===== src/segq_pkg.sv =====
/*
  Shared constants for the segmentation queue and packet fetch block.
  Assumes a single 25 MHz clock and a host that owns control memory layout.
*/
package segq_pkg;
  // Queue entry layout
  localparam int DESC_W = 13;
  localparam int DESC_MSB = 12;
  localparam int ENTRY_W = 16;
  localparam int PTR_W = 16;
  localparam int BASE_W = 8;
  localparam int CODE_W = 3;
  // Completion codes
  localparam logic [2:0] CODE_NORMAL = 3'h0;
  localparam logic [2:0] CODE_FLUSHED = 3'h1;
  localparam logic [2:0] CODE_PARITY = 3'h7;
  // Cell and record geometry
  localparam int CELL_BYTES = 48;
  localparam logic [7:0] CBR_PAYLOAD_OFS = 8'h04;
  localparam logic [7:0] CBR_LAST_OFS_32 = 8'h30;
  localparam logic [7:0] CBR_LAST_OFS_16 = 8'h32;
  // Mask reset value, all interrupts disabled
  localparam logic MASK_RESET = 1'b1;
  // Fetch kinds
  typedef enum logic [1:0] {KIND_PACKET, KIND_OAM, KIND_CBR} fetch_kind_t;
endpackage


===== src/byte_lane_pick.sv =====
/*
  Picks one byte from a packet memory word by lane order and endianness.
  Assumes the word is already registered by the caller's memory port.
*/
`timescale 1ns/1ps
`default_nettype none
module byte_lane_pick (
  input wire logic clk,
  input wire logic sys_rst,
  input wire logic [31:0] word,
  input wire logic [1:0] index,
  input wire logic wide,
  input wire logic big_endian,
  output logic [7:0] byte_r
);
  // Lane to use for this byte position
  logic [1:0] lane;
  always_comb begin
    if (wide) begin
      lane = big_endian ? 2'(2'h3 - index) : index;
    end else begin
      lane = big_endian ? {1'b0, ~index[0]} : {1'b0, index[0]};
    end
  end
  // Registered byte output
  always_ff @(posedge clk) begin
    if (sys_rst) begin
      byte_r <= 8'h00;
    end else begin
      byte_r <= word[lane*8 +: 8];
    end
  end
endmodule
`default_nettype wire


===== src/segq_fetch.sv =====
/*
  Ready and done queue engine plus packet memory byte fetch.
  Assumes control memory answers reads one cycle after the request,
  packet memory likewise; both are on the same clock.
*/
`timescale 1ns/1ps
`default_nettype none
// Functional notes
// - Fetch ready entries, link descriptor to rate queue
// - Entry bits 12:0 descriptor, 15:13 ignored
// - Four registers per queue, two queues
// - Entry address is base concatenated with pointer
// - Write pointer update triggers segmentation
// - Finished descriptor written, done pointer advanced
// - Interrupt only on empty to non-empty
// - Three-bit completion code with each entry
// - Done queue non-empty flag in status
// - Packet memory path 32 or 16 bits
// - Packet data starts word aligned
// - Bytes sent in ascending address order
// - Big endian takes most significant lane first
// - Little endian takes least significant lane first
// - OAM cell fetches full 48 byte payload
// - CRC-10 computed for every OAM cell
// - CBR address is upper concatenated with lower
// - CBR record skips index and two bytes
// - Pointers equal start at initialization; reset loads zero instead
// - Mask resets to ones, zero enables
module segq_fetch
  import segq_pkg::*;
(
  input wire logic clk,
  input wire logic sys_rst,
  input wire logic [segq_pkg::BASE_W-1:0] queue_base,
  input wire logic [segq_pkg::PTR_W-1:0] ready_queue_start,
  input wire logic [segq_pkg::PTR_W-1:0] ready_queue_end,
  input wire logic ready_wp_we,
  input wire logic [segq_pkg::PTR_W-1:0] ready_wp_wdata,
  input wire logic [segq_pkg::PTR_W-1:0] done_queue_start,
  input wire logic [segq_pkg::PTR_W-1:0] done_queue_end,
  input wire logic done_rp_we,
  input wire logic [segq_pkg::PTR_W-1:0] done_rp_wdata,
  input wire logic mask_we,
  input wire logic mask_wdata,
  output logic [segq_pkg::PTR_W-1:0] ready_queue_read_pointer,
  output logic [segq_pkg::PTR_W-1:0] ready_queue_write_pointer,
  output logic [segq_pkg::PTR_W-1:0] done_queue_read_pointer,
  output logic [segq_pkg::PTR_W-1:0] done_queue_write_pointer,
  output logic done_queue_nonempty_flag,
  output logic irq_mask_r,
  output logic irq_r,
  output logic cm_req_r,
  output logic cm_we_r,
  output logic [23:0] cm_addr_r,
  output logic [15:0] cm_wdata_r,
  input wire logic [15:0] cm_rdata,
  input wire logic cm_rvalid,
  output logic link_valid_r,
  output logic [segq_pkg::DESC_W-1:0] link_desc_r,
  input wire logic link_ready,
  input wire logic done_valid,
  input wire logic [segq_pkg::DESC_W-1:0] done_desc,
  input wire logic [segq_pkg::CODE_W-1:0] done_code,
  output logic done_ready_r,
  input wire logic wide_path,
  input wire logic big_endian,
  input wire logic fetch_start,
  input wire segq_pkg::fetch_kind_t fetch_kind,
  input wire logic [31:0] fetch_addr,
  input wire logic [15:0] constant_rate_addr_upper,
  input wire logic [15:0] constant_rate_addr_lower,
  input wire logic [2:0] packet_kind_field,
  input wire logic use_kind_pti,
  output logic pm_req_r,
  output logic [31:0] pm_addr_r,
  input wire logic [31:0] pm_rdata,
  input wire logic pm_rvalid,
  output logic byte_valid_r,
  output logic [7:0] byte_data_r,
  output logic [15:0] cbr_vc_index_r,
  output logic [2:0] pti_r,
  output logic [9:0] crc10_r,
  output logic fetch_busy_r
);
  // Next pointer with wrap from end back to start
  function automatic logic [PTR_W-1:0] advance(input logic [PTR_W-1:0] p,
      input logic [PTR_W-1:0] st, input logic [PTR_W-1:0] ed);
    advance = (p == ed) ? st : PTR_W'(p + 16'h1);
  endfunction
  // CRC-10 one byte step, polynomial x10+x9+x5+x4+x+1
  function automatic logic [9:0] crc10_step(input logic [9:0] c, input logic [7:0] d);
    logic [9:0] r;
    logic fb;
    r = c;
    for (int i = 7; i >= 0; i--) begin
      fb = r[9] ^ d[i];
      r = {r[8:0], 1'b0};
      if (fb) begin
        r = r ^ 10'h233;
      end
    end
    crc10_step = r;
  endfunction

  // Queue engine states
  typedef enum logic [2:0] {Q_IDLE, Q_RD_REQ, Q_RD_WAIT, Q_LINK, Q_DONE_WR} q_state_t;
  q_state_t q_r;
  logic [DESC_W-1:0] pend_desc_r;
  logic [CODE_W-1:0] pend_code_r;
  logic ready_empty;
  logic done_empty;
  assign ready_empty = (ready_queue_read_pointer == ready_queue_write_pointer);
  assign done_empty = (done_queue_read_pointer == done_queue_write_pointer);

  // Queue control sequencer: done writes take priority over ready fetches
  always_ff @(posedge clk) begin
    if (sys_rst) begin
      q_r <= Q_IDLE;
      cm_req_r <= 1'b0;
      cm_we_r <= 1'b0;
      cm_addr_r <= 24'h000000;
      cm_wdata_r <= 16'h0000;
      link_valid_r <= 1'b0;
      link_desc_r <= '0;
      done_ready_r <= 1'b0;
      pend_desc_r <= '0;
      pend_code_r <= CODE_NORMAL;
    end else begin
      cm_req_r <= 1'b0;
      cm_we_r <= 1'b0;
      done_ready_r <= 1'b0;
      unique case (q_r)
        Q_IDLE: begin
          if (done_valid) begin
            // Completion entry: code above descriptor
            pend_desc_r <= done_desc;
            pend_code_r <= done_code;
            done_ready_r <= 1'b1;
            q_r <= Q_DONE_WR;
          end else if (!ready_empty) begin
            q_r <= Q_RD_REQ;
          end
        end
        Q_RD_REQ: begin
          cm_req_r <= 1'b1;
          cm_addr_r <= {queue_base, ready_queue_read_pointer};
          q_r <= Q_RD_WAIT;
        end
        Q_RD_WAIT: begin
          if (cm_rvalid) begin
            link_desc_r <= cm_rdata[DESC_MSB:0];
            link_valid_r <= 1'b1;
            q_r <= Q_LINK;
          end
        end
        Q_LINK: begin
          if (link_ready) begin
            link_valid_r <= 1'b0;
            q_r <= Q_IDLE;
          end
        end
        Q_DONE_WR: begin
          cm_req_r <= 1'b1;
          cm_we_r <= 1'b1;
          cm_addr_r <= {queue_base, done_queue_write_pointer};
          cm_wdata_r <= {pend_code_r, pend_desc_r};
          q_r <= Q_IDLE;
        end
      endcase
    end
  end

  // Ready queue pointers; host write of write pointer is the trigger
  always_ff @(posedge clk) begin
    if (sys_rst) begin
      ready_queue_read_pointer <= '0;
      ready_queue_write_pointer <= '0;
    end else begin
      if (ready_wp_we) begin
        ready_queue_write_pointer <= ready_wp_wdata;
      end
      if (q_r == Q_LINK && link_ready) begin
        ready_queue_read_pointer <= advance(ready_queue_read_pointer,
            ready_queue_start, ready_queue_end);
      end
    end
  end

  // Done queue pointers; device owns write, host owns read
  always_ff @(posedge clk) begin
    if (sys_rst) begin
      done_queue_read_pointer <= '0;
      done_queue_write_pointer <= '0;
    end else begin
      if (done_rp_we) begin
        done_queue_read_pointer <= done_rp_wdata;
      end
      if (q_r == Q_DONE_WR) begin
        done_queue_write_pointer <= advance(done_queue_write_pointer,
            done_queue_start, done_queue_end);
      end
    end
  end

  // Status flag, mask and interrupt
  logic done_empty_d_r;
  always_ff @(posedge clk) begin
    if (sys_rst) begin
      done_queue_nonempty_flag <= 1'b0;
      done_empty_d_r <= 1'b1;
      irq_mask_r <= MASK_RESET;
      irq_r <= 1'b0;
    end else begin
      done_queue_nonempty_flag <= !done_empty;
      done_empty_d_r <= done_empty;
      if (mask_we) begin
        irq_mask_r <= mask_wdata;
      end
      // Pulse on empty to non-empty edge, gated by a clear mask
      irq_r <= done_empty_d_r && !done_empty && !irq_mask_r;
    end
  end

  // Packet memory fetch
  typedef enum logic [1:0] {F_IDLE, F_REQ, F_WAIT, F_EMIT} f_state_t;
  f_state_t f_r;
  logic [31:0] word_r;
  logic [1:0] idx_r;
  logic [5:0] count_r;
  logic skip_hdr_r;
  fetch_kind_t kind_r;
  logic [1:0] last_idx;
  logic [31:0] step;
  assign last_idx = wide_path ? 2'h3 : 2'h1;
  assign step = wide_path ? 32'h4 : 32'h2;

  // Fetch sequencer, ascending addresses; packet and OAM start aligned, CBR start taken as given
  always_ff @(posedge clk) begin
    if (sys_rst) begin
      f_r <= F_IDLE;
      pm_req_r <= 1'b0;
      pm_addr_r <= 32'h00000000;
      word_r <= 32'h00000000;
      idx_r <= 2'h0;
      count_r <= 6'h00;
      skip_hdr_r <= 1'b0;
      kind_r <= KIND_PACKET;
      cbr_vc_index_r <= 16'h0000;
      fetch_busy_r <= 1'b0;
      pti_r <= 3'h0;
    end else begin
      pm_req_r <= 1'b0;
      unique case (f_r)
        F_IDLE: begin
          if (fetch_start) begin
            kind_r <= fetch_kind;
            fetch_busy_r <= 1'b1;
            count_r <= 6'h00;
            if (fetch_kind == KIND_CBR) begin
              pm_addr_r <= {constant_rate_addr_upper, constant_rate_addr_lower};
              skip_hdr_r <= 1'b1;
            end else begin
              pm_addr_r <= {fetch_addr[31:2], 2'h0};
              skip_hdr_r <= 1'b0;
            end
            if (fetch_kind == KIND_OAM && use_kind_pti) begin
              pti_r <= packet_kind_field;
            end
            f_r <= F_REQ;
          end
        end
        F_REQ: begin
          pm_req_r <= 1'b1;
          f_r <= F_WAIT;
        end
        F_WAIT: begin
          if (pm_rvalid) begin
            word_r <= pm_rdata;
            idx_r <= 2'h0;
            f_r <= skip_hdr_r ? F_REQ : F_EMIT;
            if (skip_hdr_r) begin
              // Header word(s): VC index, then two ignored bytes
              if (wide_path) begin
                cbr_vc_index_r <= big_endian ? pm_rdata[31:16] : pm_rdata[15:0];
                skip_hdr_r <= 1'b0;
              end else if (pm_addr_r[1] == 1'b0) begin
                cbr_vc_index_r <= pm_rdata[15:0];
              end else begin
                skip_hdr_r <= 1'b0;
              end
              pm_addr_r <= 32'(pm_addr_r + step);
            end
          end
        end
        F_EMIT: begin
          // One byte per emit cycle, lane picked from the current index
          count_r <= 6'(count_r + 6'h1);
          if (count_r == 6'(CELL_BYTES - 1)) begin
            f_r <= F_IDLE;
            fetch_busy_r <= 1'b0;
          end else if (idx_r == last_idx) begin
            pm_addr_r <= 32'(pm_addr_r + step);
            f_r <= F_REQ;
          end else begin
            idx_r <= 2'(idx_r + 2'h1);
          end
        end
      endcase
    end
  end

  // Byte lane selection by endianness
  byte_lane_pick u_pick (
    .clk(clk),
    .sys_rst(sys_rst),
    .word(word_r),
    .index(idx_r),
    .wide(wide_path),
    .big_endian(big_endian),
    .byte_r(byte_data_r)
  );

  // Byte valid aligned with registered byte, CRC over OAM payload
  always_ff @(posedge clk) begin
    if (sys_rst) begin
      byte_valid_r <= 1'b0;
      crc10_r <= 10'h000;
    end else begin
      // Same edge as the lane picker registers the byte, so both line up
      byte_valid_r <= (f_r == F_EMIT);
      if (fetch_start) begin
        crc10_r <= 10'h000;
      end else if (byte_valid_r && kind_r == KIND_OAM) begin
        crc10_r <= crc10_step(crc10_r, byte_data_r);
      end
    end
  end
endmodule
`default_nettype wire


===== config.mk =====
export PLATFORM = sky130hd
export DESIGN_NAME = segq_fetch
export DESIGN_NICKNAME = d
export VERILOG_FILES = /design/src/segq_pkg.sv /design/src/byte_lane_pick.sv /design/src/segq_fetch.sv
export SDC_FILE = /design/constraint.sdc
export NUM_CORES = 1
export LEC_CHECK = 0
export ABC_AREA = 1
export BUFFER_PORTS_ARGS = -buffer_cell sky130_fd_sc_hd__buf_2
export CAP_MARGIN = 20
export CORE_MARGIN = 1.5
export CORE_UTILIZATION = 39
export CTS_CLUSTER_DIAMETER = 200
export DETAILED_ROUTE_END_ITERATION = 8
export GPL_TIMING_DRIVEN = 0
export PLACE_DENSITY_LB_ADDON = 0.15
export SETUP_SLACK_MARGIN = 0.02
export SKIP_CTS_REPAIR_TIMING = 1
export SYNTH_ARGS = -nofsm -noshare
export SYNTH_HDL_FRONTEND = slang
export SYNTH_SLANG_ARGS = --single-unit

===== constraint.sdc =====
create_clock -name clk -period 2.9 [get_ports clk]
set_clock_uncertainty 0.2 [all_clocks]
set_input_delay 0.145 -clock clk [delete_from_list [all_inputs] [get_ports clk]]
set_output_delay 0.145 -clock clk [all_outputs]
set_load 0.05 [all_outputs]

==> results of run 1 <==
## state kept, by name, summed over array words and instances, names as in the netlist, 3 cells and up
register / cells
link_desc_r: 13
word_r: 32
pend_desc_r: 13
cm_addr_r: 24
pm_addr_r: 32
cm_wdata_r: 16
u_pick.byte_r: 8
done_queue_read_pointer: 16
q_r: 3
count_r: 6
ready_queue_read_pointer: 16
done_queue_write_pointer: 16
cbr_vc_index_r: 16
pend_code_r: 3
ready_queue_write_pointer: 16
pti_r: 3
crc10_r: 10
## worst min-delay path, stage by stage
cell and delay, ps:
buf_2 150, clkinv_1 170, o21ai_0 100, a21oi_1 110
## cell families (layout without fill, tap and decap cells)
| group | Yosys count | in the layout |
|---|---|---|
| other cells | 0 | 2 |
| flops | 261 | 261 |
| compound gates | 458 | 458 |
| simple gates | 882 | 882 |
| xor+xnor | 83 | 83 |
| fa+ha+maj | 7 | 7 |
| buf+inv | 259 | 997 |
## worst min path at each step
stage	end	slack (ps)	cells past startpoint
global route	ready_queue_write_pointer[7]$_SDFFE_PP0P_	4	4
CTS	irq_mask_r$_SDFFE_PP1P_	-440	2
global placement	irq_mask_r$_SDFFE_PP1P_	150	2
finish	ready_queue_write_pointer[7]$_SDFFE_PP0P_	-60	4
floorplan	irq_mask_r$_SDFFE_PP1P_	50	1
detailed placement	irq_mask_r$_SDFFE_PP1P_	160	2
## through the flow
step	util, %	hold slack [ps]	setup WS (ps)	power (uW)
floorplan	-	45.35	229.6	6697
global placement	47.94	149.9	171.0	7804
detailed placement	47.94	157.8	169.3	7842
CTS	51.00	-439.6	375.6	11780
global route	58.35	3.937	131.7	12620
finish	58.35	-57.99	302.6	12080
## power groups by stage
stage                     Clock, uW  Combinational [uW]  Sequential (uW)
final                          3940                3810             4330
after global routing           4150                4090             4380
after CTS                      4000                3460             4320
after global placement            0                3420             4380
after floorplan                   0                1320             5380
after detailed placement          0                3450             4390
## layout by cell type (no fill, tap or decap), types with 6 or more instances in the layout
master         instances
a21oi_1              161
a31oi_1               20
buf_1                  6
buf_2                480
clkbuf_1              61
clkbuf_16             30
clkbuf_8               9
dfxtp_1              261
dlygate4sd3_1        246
ha_1                   6
inv_1                128
inv_2                 13
nand2_1              397
nand3_1              112
nand4_1               20
nor2_1               280
nor2_2                13
nor3_1                18
nor3_2                 7
o211ai_1              25
o21ai_0              206
o21ai_1               19
or2_2                 11
xnor2_1               55
xor2_1                28
## layer usage
metal  wire (microns)  up-vias
li1                 -     7853
met1            23990     7597
met2            27640      699
met3             3963      114
met4             1699        2
met5               10        -
## layout make-up
class	count	area, sq um
multi-input cells	1430	7022
clock inverters	9	133.9
inverters	145	544.3
clock buffers	43	889.6
plain buffers	114	523.0
repair buffers	686	4664
well taps	448	560.5
flip-flops and latches	261	5225
fillers	3170	13960
diodes	2	5.005
==> metrics, run 1 <==
outcome finished, violations left; failing checks negative hold slack; met2 GRT Util between 40% and 50%; final worst path period need 2597 ps; Least-Margin Pin Slew about 880 ps; Peak VDD IR between 0.5 and 0.6 mV; Post-Synth Adder-Cell Area less than 1%; Crit. End Element flip-flop; RSZ-0062 raised after global routing false; HP Start ready_wp_we; Post-synth ARST share 0%; Slowest-stage cell, CP dlygate4sd3_1; largest family of logic cells by synthesized area simple AND/OR/NAND/NOR gates; YS warnings 0; share of the synthesized area in the top cell type approximately two fifths; Final Hold Viols 4; die height 187.8 microns; Reg clk slew, reported paths about 60 ps; Post-synth EDFFs 0; Synth Instances 1950; worst r2r src pm_addr_r[1]$_SDFFE_PP0P_; Placed Instances between 2000 and 3000; Sink Count about 260; GRT Total Usage approximately 29%; Worst path max stage delay 560 ps; drt total wl between 50000 and 60000 microns; M3 GR Usage roughly 3.7%; CP dominant cell by count inv_1; Post-synth top cells nand2_1, nor2_1, dfxtp_1; Layout Cells excl Fill ~3100; via density per instance a little over 5; simple-gate share of the synthesized area 28.10%; layout cells sized above 1 about 22%; Initial Util about two fifths; crit path capture pm_addr_r[5]$_SDFFE_PP0P_; register area share after synthesis 39.24%; post-layout instance area just under 20000 sq um; Clock Path Buffers 3; unique cell type count in the Yosys netlist between 50 and 60; max-slew violations 0; Int Power between 7000 and 8000 uW; most numerous cell in the Yosys netlist nand2_1; Final period util between 80% and 90%; Hold WS -57.99 ps; antenna viol nets, final 0; post-synthesis xor/xnor area fraction approximately 5.5%; grt met1 use 38.47%; Clk pwr share between 30% and 40%; area of placed instances 16080 sq um; first-pass GRT wire length around 80000 microns; First DRT Iteration DRCs approximately 1200; Die W around 190 microns; Slew headroom 41.53%; PD cells 617.4 nW/um^2; Rows 67; max_cap viols 0; synthesized net count 2208; crit start category flip-flop; fmax ~0.39 GHz; register share of total power 35.8%; vias in the first global route 14063; root buf cell clkbuf_16; CTS tree yes; CP startpoint pm_addr_r[1]$_SDFFE_PP0P_; Yosys reg bits 261; final setup violation count 0; net load switching power 4560 uW; arrival time of the worst setup path ~2800 ps; largest net degree at the start of global routing 16; mux share of post-synthesis cell area 0%; Crit Path Class flip-flop to flip-flop; worst min path class input port to flip-flop; PortBufs 440; Top delay family on crit path buffers and inverters; Main synth FF type dfxtp_1; GR Overflow Total 0; switch share 37.74%; R2R Path End pm_addr_r[5]$_SDFFE_PP0P_; DR pass1 iterations 5; Nets between 2000 and 3000; grt peak-use layer met2; die footprint around 35000 sq um; Final TNS setup 0 ps; Leakage just under 0.009 uW; core area 33530 sq um; Worst-Skew Late Latency between 500 and 600 ps; WP depth 12; residual DRC count 0; Avg Cell Area, Syn roughly 6.8 sq um; Buf+Inv Stages, Crit Path 4; IO Pins roughly 450; Area contributors post-synth dfxtp_1, nand2_1, nor2_1, o21ai_0, a21oi_1; RD Place Congestion around 0.97; H-Tree Depth 1; Post-Syn Area about 13000 sq um; fraction of the mapped netlist area in compound gates 18.47%; combinational share of power about a third; synth-to-layout area growth 46.97%; cell taking the most area after synthesis dfxtp_1; Crit Path Max Fanout 4; vias post-DR between 15000 and 20000; post-DP HPWL ~42000 microns; slack of the worst reg-to-reg path just over 300 ps; worst path required time between 3000 and 4000 ps; per-cell routed wire length between 15 and 20 microns; initial antenna violation count 3; CP cell instances ha_1, inv_1, fa_1, inv_1, nand2_1, nor2_4, nand2_2, inv_1, o22ai_1, dlygate4sd3_1, nand2_1, a21oi_1; worst reg-to-reg path cell count 12; TritonCTS buffer count 30
Power figures use the tool's default switching activity.
==> inputs of run 2 (changes only) <==
- clock period: 2.9 -> 2.6 ns (I/O delays scaled with it)
==> run 2 against run 1 <==
Compared with the run above: the flow still finishes with violations (negative hold slack); die area did not move; worst hold slack got worse by 4.3 ps; non-clock buffer count grew 3; first-iteration DRC count rose by 6.2%; largest power group unchanged.
==> metrics, run 2 (synthesized netlist as in run 1, its figures left out) <==
outcome finished, violations left; failing checks negative hold slack; via density per instance 5.243 (+1.2%); R2R Path End pm_addr_r[5]$_SDFFE_PP0P_; Final Hold Viols 3 (-1); post-DP HPWL 42170 microns (+0.40%); Layout Cells excl Fill 3146 (+0.25%); TritonCTS buffer count 31 (+3.3%); final worst path period need ~2600 ps; CP startpoint fetch_kind[1]; most frequent cells in the layout buf_2, nand2_1, nor2_1, dfxtp_1, dlygate4sd3_1; post-layout instance area 19760 sq um (+0.98%); Crit Path Class input port to flip-flop; PortBufs 440 (unchanged); H-Tree Depth 1 (unchanged); worst r2r src pm_addr_r[1]$_SDFFE_PP0P_; PD cells 702.5 nW/um^2 (+14%); per-cell routed wire length 18.32 microns (+0.32%); worst reg-to-reg path cell count 12 (unchanged); drt total wl 57640 microns (+0.57%); root buf cell clkbuf_16; crit path capture pm_addr_r[15]$_SDFFE_PP0P_; Sink Count 261 (unchanged); Slew headroom 44.64% (+3.1 points); synth-to-layout area growth 48.42%; core area 33530 sq um (unchanged); Leakage 0.008891 uW (+1.4%); Crit. End Element flip-flop; first-pass GRT wire length 80810 microns (+0.41%); max_cap viols 0 (unchanged); First DRT Iteration DRCs 1221 (+6.2%); largest registers pm_addr_r (32), word_r (32), cm_addr_r (24); Placed Instances 2838 (unchanged); GR Overflow Total 0 (unchanged); most common library cell in the layout ignoring fill and taps buf_2; largest net degree at the start of global routing 17 (+1); Final Util 58.93% (+0.57 points); power after layout 13880 uW (+15%); Worst-Skew Late Latency 590 ps (+20 ps); arrival time of the worst setup path 2860 ps (+50 ps); Least-Margin Pin Slew 830.5 ps (-46.53 ps); Die W 187.8 microns (unchanged); worst min path class input port to flip-flop; antenna viol nets, final 0 (unchanged); vias in the first global route 14104 (+0.29%); RD Place Congestion 0.9475 (-2.3%); IO Pins 447 (unchanged); die height 187.8 microns (unchanged); layout cells sized above 1 22.70% (+0.49 points); die footprint 35260 sq um (unchanged); Reg clk slew, reported paths 60 ps (about the same); GRT Total Usage 29.39% (+0.22 points); Final period util slightly below 100%; final setup violation count 0 (unchanged); Initial Util 39.71% (unchanged); Crit Path Max Fanout 10 (+6); area of placed instances 16080 sq um (about the same); residual DRC count 0 (unchanged); CTS tree yes; Peak VDD IR 0.5873 mV (+3.6%); Rows 67 (unchanged); worst path required time 2900 ps (-210 ps); vias post-DR 16495 (+1.4%); Hold WS -62.33 ps (-4.345 ps); slack of the worst reg-to-reg path 150 ps (-150 ps); DR pass1 iterations 8 (+3); fmax 0.3904 GHz; crit start category input port; HP Start done_rp_we; initial antenna violation count 2 (-1); Nets 2930 (+0.14%); max-slew violations 0 (unchanged); Clock Path Buffers 3 (unchanged)
[run 2: changes by cell type in the layout (fill, tap and decap cells not counted), sizes merged]
| cell | delta |
|---|---|
| bufinv | +3 |
| inv | +1 |
| clkinv | +2 |
| dlygate4sd3 | +1 |
| buf | +2 |
| clkinvlp | +1 |
| clkbuf | -2 |
[run 2: layout make-up]
cell class,count,area (sq um)
Fill cell,3195,13770
Multi-Input combinational cell,1430,7074
Sequential cell,261,5226
Timing Repair Buffer,689,4690
Clock buffer,41,883.3
Tap cell,448,560.5
Inverter,145,544.3
Buffer,114,523.0
Clock inverter,16,254.0
Antenna cell,2,5.005
[run 2: worst min-delay path by stage]
stage,to,slack (ps),cells after the start
3_3_place_gp,irq_mask_r$_SDFFE_PP1P_,140,2
2_1_floorplan,irq_mask_r$_SDFFE_PP1P_,30,1
4_1_cts,ready_queue_write_pointer[6]$_SDFFE_PP0P_,-450,3
5_1_grt,pm_addr_r[23]$_SDFFE_PP0P_,20,5
3_5_place_dp,irq_mask_r$_SDFFE_PP1P_,150,2
6_report,done_queue_read_pointer[15]$_SDFFE_PP0P_,-60,4
[run 2: per-layer routing]
metal | part of all wire, % | routed length, microns | vias up | global-route usage, %
met5 | 0 | 0 | - | 0
li1 | - | - | 7888 | -
met3 | 7.3 | 4221 | 163 | 4.698
met4 | 3.7 | 2123 | 0 | 8.923
met2 | 48 | 27660 | 799 | 50.36
met1 | 41 | 23630 | 7645 | 37.83
[run 2: through the flow]
| step | TNS, ps | hold WS, ps | setup WS [ps] |
|---|---|---|---|
| global route | -100.7 | 19.54 | -22.01 |
| floorplan | 0 | 30.35 | 84.60 |
| global placement | -439.2 | 138.9 | -125.1 |
| CTS | 0 | -447.9 | 105.4 |
| detailed placement | -601.5 | 152.4 | -134.9 |
| finish | 0 | -62.33 | 38.50 |
[run 2: worst max-delay path: stages]
cell and delay [ps]:
dlygate4sd3_1 560, buf_2 130, inv_1 40, nor2_1 430, clkbuf_1 500, nand2_1 90
a21oi_1 190, dlygate4sd3_1 590, nor2_1 50, a21oi_1 150
[run 2: report_power, final]
part / switching [uW] / internal [uW]
sequential: 391 / 4430
clock: 1840 / 2980
combinational: 2960 / 1270
==> inputs of run 3 (changes only) <==
- clock period: 2.6 -> 2.12 ns (I/O delays scaled with it)
==> run 3 against run 2 <==
Compared with the run above: register-to-register slack worse by 340 ps; power up 21%; global-route usage fell by 1.1 points; critical path type is now flip-flop to flip-flop; the run ends with negative hold slack, negative setup slack left; critical endpoint is now pm_addr_r[23]$_SDFFE_PP0P_; clock-buffer cell count increased by 3; largest cell class unchanged; cell area up 0.73%.
==> metrics, run 3 (synthesized netlist as in run 1, its figures left out) <==
outcome finished, violations left; failing checks negative hold slack, negative setup slack; IO Pins 447 (unchanged); top routing layer used met4; switch share 37.26% (-0.13 points); combinational share of power 31.0% (+0.5 points); Sink Count 261 (unchanged); layout cells sized above 1 24.23% (+1.5 points); multi-input logic area 7223 sq um (+2.1%); Leakage 0.008946 uW (+0.62%); first-pass GRT wire length 78870 microns (-2.4%); area of placed instances 16110 sq um (+0.22%); Initial Util 39.71% (unchanged); final worst path period need 2311 ps; max_cap viols 0 (unchanged); most common library cell in the layout ignoring fill and taps buf_2; max-slew violations 0 (unchanged); largest net degree at the start of global routing 15 (-2); Reg clk slew, reported paths 60 ps (about the same); vias post-DR 16210 (-1.7%); Peak VDD IR 0.6540 mV (+11%); GRT Total Usage 28.32% (-1.1 points); Slew headroom 39.42% (-5.2 points); net load switching power 6235 uW (+20%); register share of total power 35.4% (+0.6 points); Crit. End Element flip-flop; Final period util 109.0%; met3 wire len 4007 microns (-5.1%); crit start category flip-flop; antenna viol nets, final 0 (unchanged); Rows 67 (unchanged); post-DP HPWL 40530 microns (-3.9%); die height 187.8 microns (unchanged); Met2 Wirelength 27470 microns (-0.67%); Final Hold Viols 7 (+4); PortBufs 440 (unchanged); CTS tree yes; TritonCTS buffer count 30 (-3.2%); post-layout instance area 19900 sq um (+0.73%); largest registers pm_addr_r (32), word_r (32), cm_addr_r (24); worst path required time 2410 ps (-490 ps); fmax 0.4327 GHz; post-route met1 wirelength 22710 microns (-3.9%); Crit Path Max Fanout 3 (-7); RD Place Congestion 0.9438 (-0.39%); worst setup margin -191.1 ps (-229.6 ps); Final TNS setup -1203 ps (-1203 ps); Int Power 10500 uW (+21%); Storage cell area 5248 sq um (+0.41%); GR Overflow Total 0 (unchanged); Clk pwr share 33.5% (-1.2 points); Least-Margin Pin Slew 908.7 ps (+78.19 ps); synth-to-layout area growth 49.50%; final setup violation count 10 (+10); Clock Path Buffers 3 (unchanged); Die W 187.8 microns (unchanged); most frequent cells in the layout buf_2, nand2_1, nor2_1, dfxtp_1, dlygate4sd3_1; First DRT Iteration DRCs 1207 (-1.1%); die footprint 35260 sq um (unchanged); vias in the first global route 14157 (+0.38%); RSZ-0062 raised after global routing true; via density per instance 5.153 (-1.7%); worst min path class input port to flip-flop; filler cell count 3210 (+0.47%); PD cells 840.7 nW/um^2 (+20%); per-cell routed wire length 17.75 microns (-3.1%); power after layout 16730 uW (+21%); core area 33530 sq um (unchanged); Worst-Skew Late Latency 560 ps (-30 ps); root buf cell clkbuf_16; initial antenna violation count 1 (-1); arrival time of the worst setup path 2600 ps (-260 ps); H-Tree Depth 1 (unchanged); residual DRC count 0 (unchanged); Crit Path Class flip-flop to flip-flop; Hold WS -41.83 ps (+20.50 ps); drt total wl 55840 microns (-3.1%); Nets 2929 (-0.034%); DR pass1 iterations 5 (-3)
run 3: cell count changes in the layout (fill, tap and decap cells not counted), sizes merged:
cell,change
clkinvlp,-2
bufinv,-2
inv,-1
clkinv,+1
diode,+1
clkbuf,+9
dlygate4sd3,-7
nand2,+1
run 3: final timing paths:
check | startpoint | to | slack [ps] | depth (start not counted)
max | pm_addr_r[1]$_SDFFE_PP0P_ | pm_addr_r[23]$_SDFFE_PP0P_ | -190 | 13
min | fetch_addr[13] | pm_addr_r[13]$_SDFFE_PP0P_ | -40 | 7
max reg2reg | pm_addr_r[1]$_SDFFE_PP0P_ | pm_addr_r[23]$_SDFFE_PP0P_ | -190 | 13
min reg2reg | done_empty_d_r$_SDFF_PP1_ | irq_r$_SDFF_PP0_ | 220 | 2
run 3: power groups by stage:
stage | registers, uW | logic (uW) | clock network [uW]
2_1_floorplan | 7360 | 1820 | 0
3_3_place_gp | 6000 | 4640 | 0
3_5_place_dp | 6000 | 4690 | 0
4_1_cts | 5910 | 4700 | 5670
5_1_grt | 5990 | 5550 | 5870
6_report | 5930 | 5190 | 5610
run 3: routing by layer:
metal / up-vias / GRT usage, %
met4: 0 / 7.138
met3: 109 / 4.960
met5: - / 0
li1: 7874 / -
met1: 7464 / 35.38
met2: 763 / 50.20
run 3: cell type report:
| cell class | count | share of cell area, % |
|---|---|---|
| multi-input combinational | 1431 | 36.29 |
| timing repair buffer | 688 | 23.52 |
| tap | 448 | 2.816 |
| inverter | 145 | 2.747 |
| clock buffer | 44 | 4.601 |
| buffer | 114 | 2.822 |
| sequential | 261 | 26.36 |
| clock inverter | 12 | 0.8046 |
| antenna | 3 | 0.03772 |
run 3: per-stage QoR:
stage	instances	util, %	setup slack, ps	hold WS (ps)
after floorplan	1950	-	-174.2	6.353
after global placement	2838	48.05	-462.7	110.5
after detailed placement	2838	48.05	-477.1	125.4
after CTS	2894	51.26	-242.9	-458.4
after global routing	3144	59.34	-280.1	10.52
final	3146	59.36	-191.1	-41.83
run 3: critical path, cell delays in order, from the launching register on:
cell and delay (ps):
dfxtp_4 370, ha_4 140, inv_2 30, fa_2 340
inv_2 80, nand2_4 60, nor2_4 130, nand2_4 80
nor2_4 170, inv_2 90, nor3_4 190, xor2_1 160
nand2_1 80, a21oi_2 130
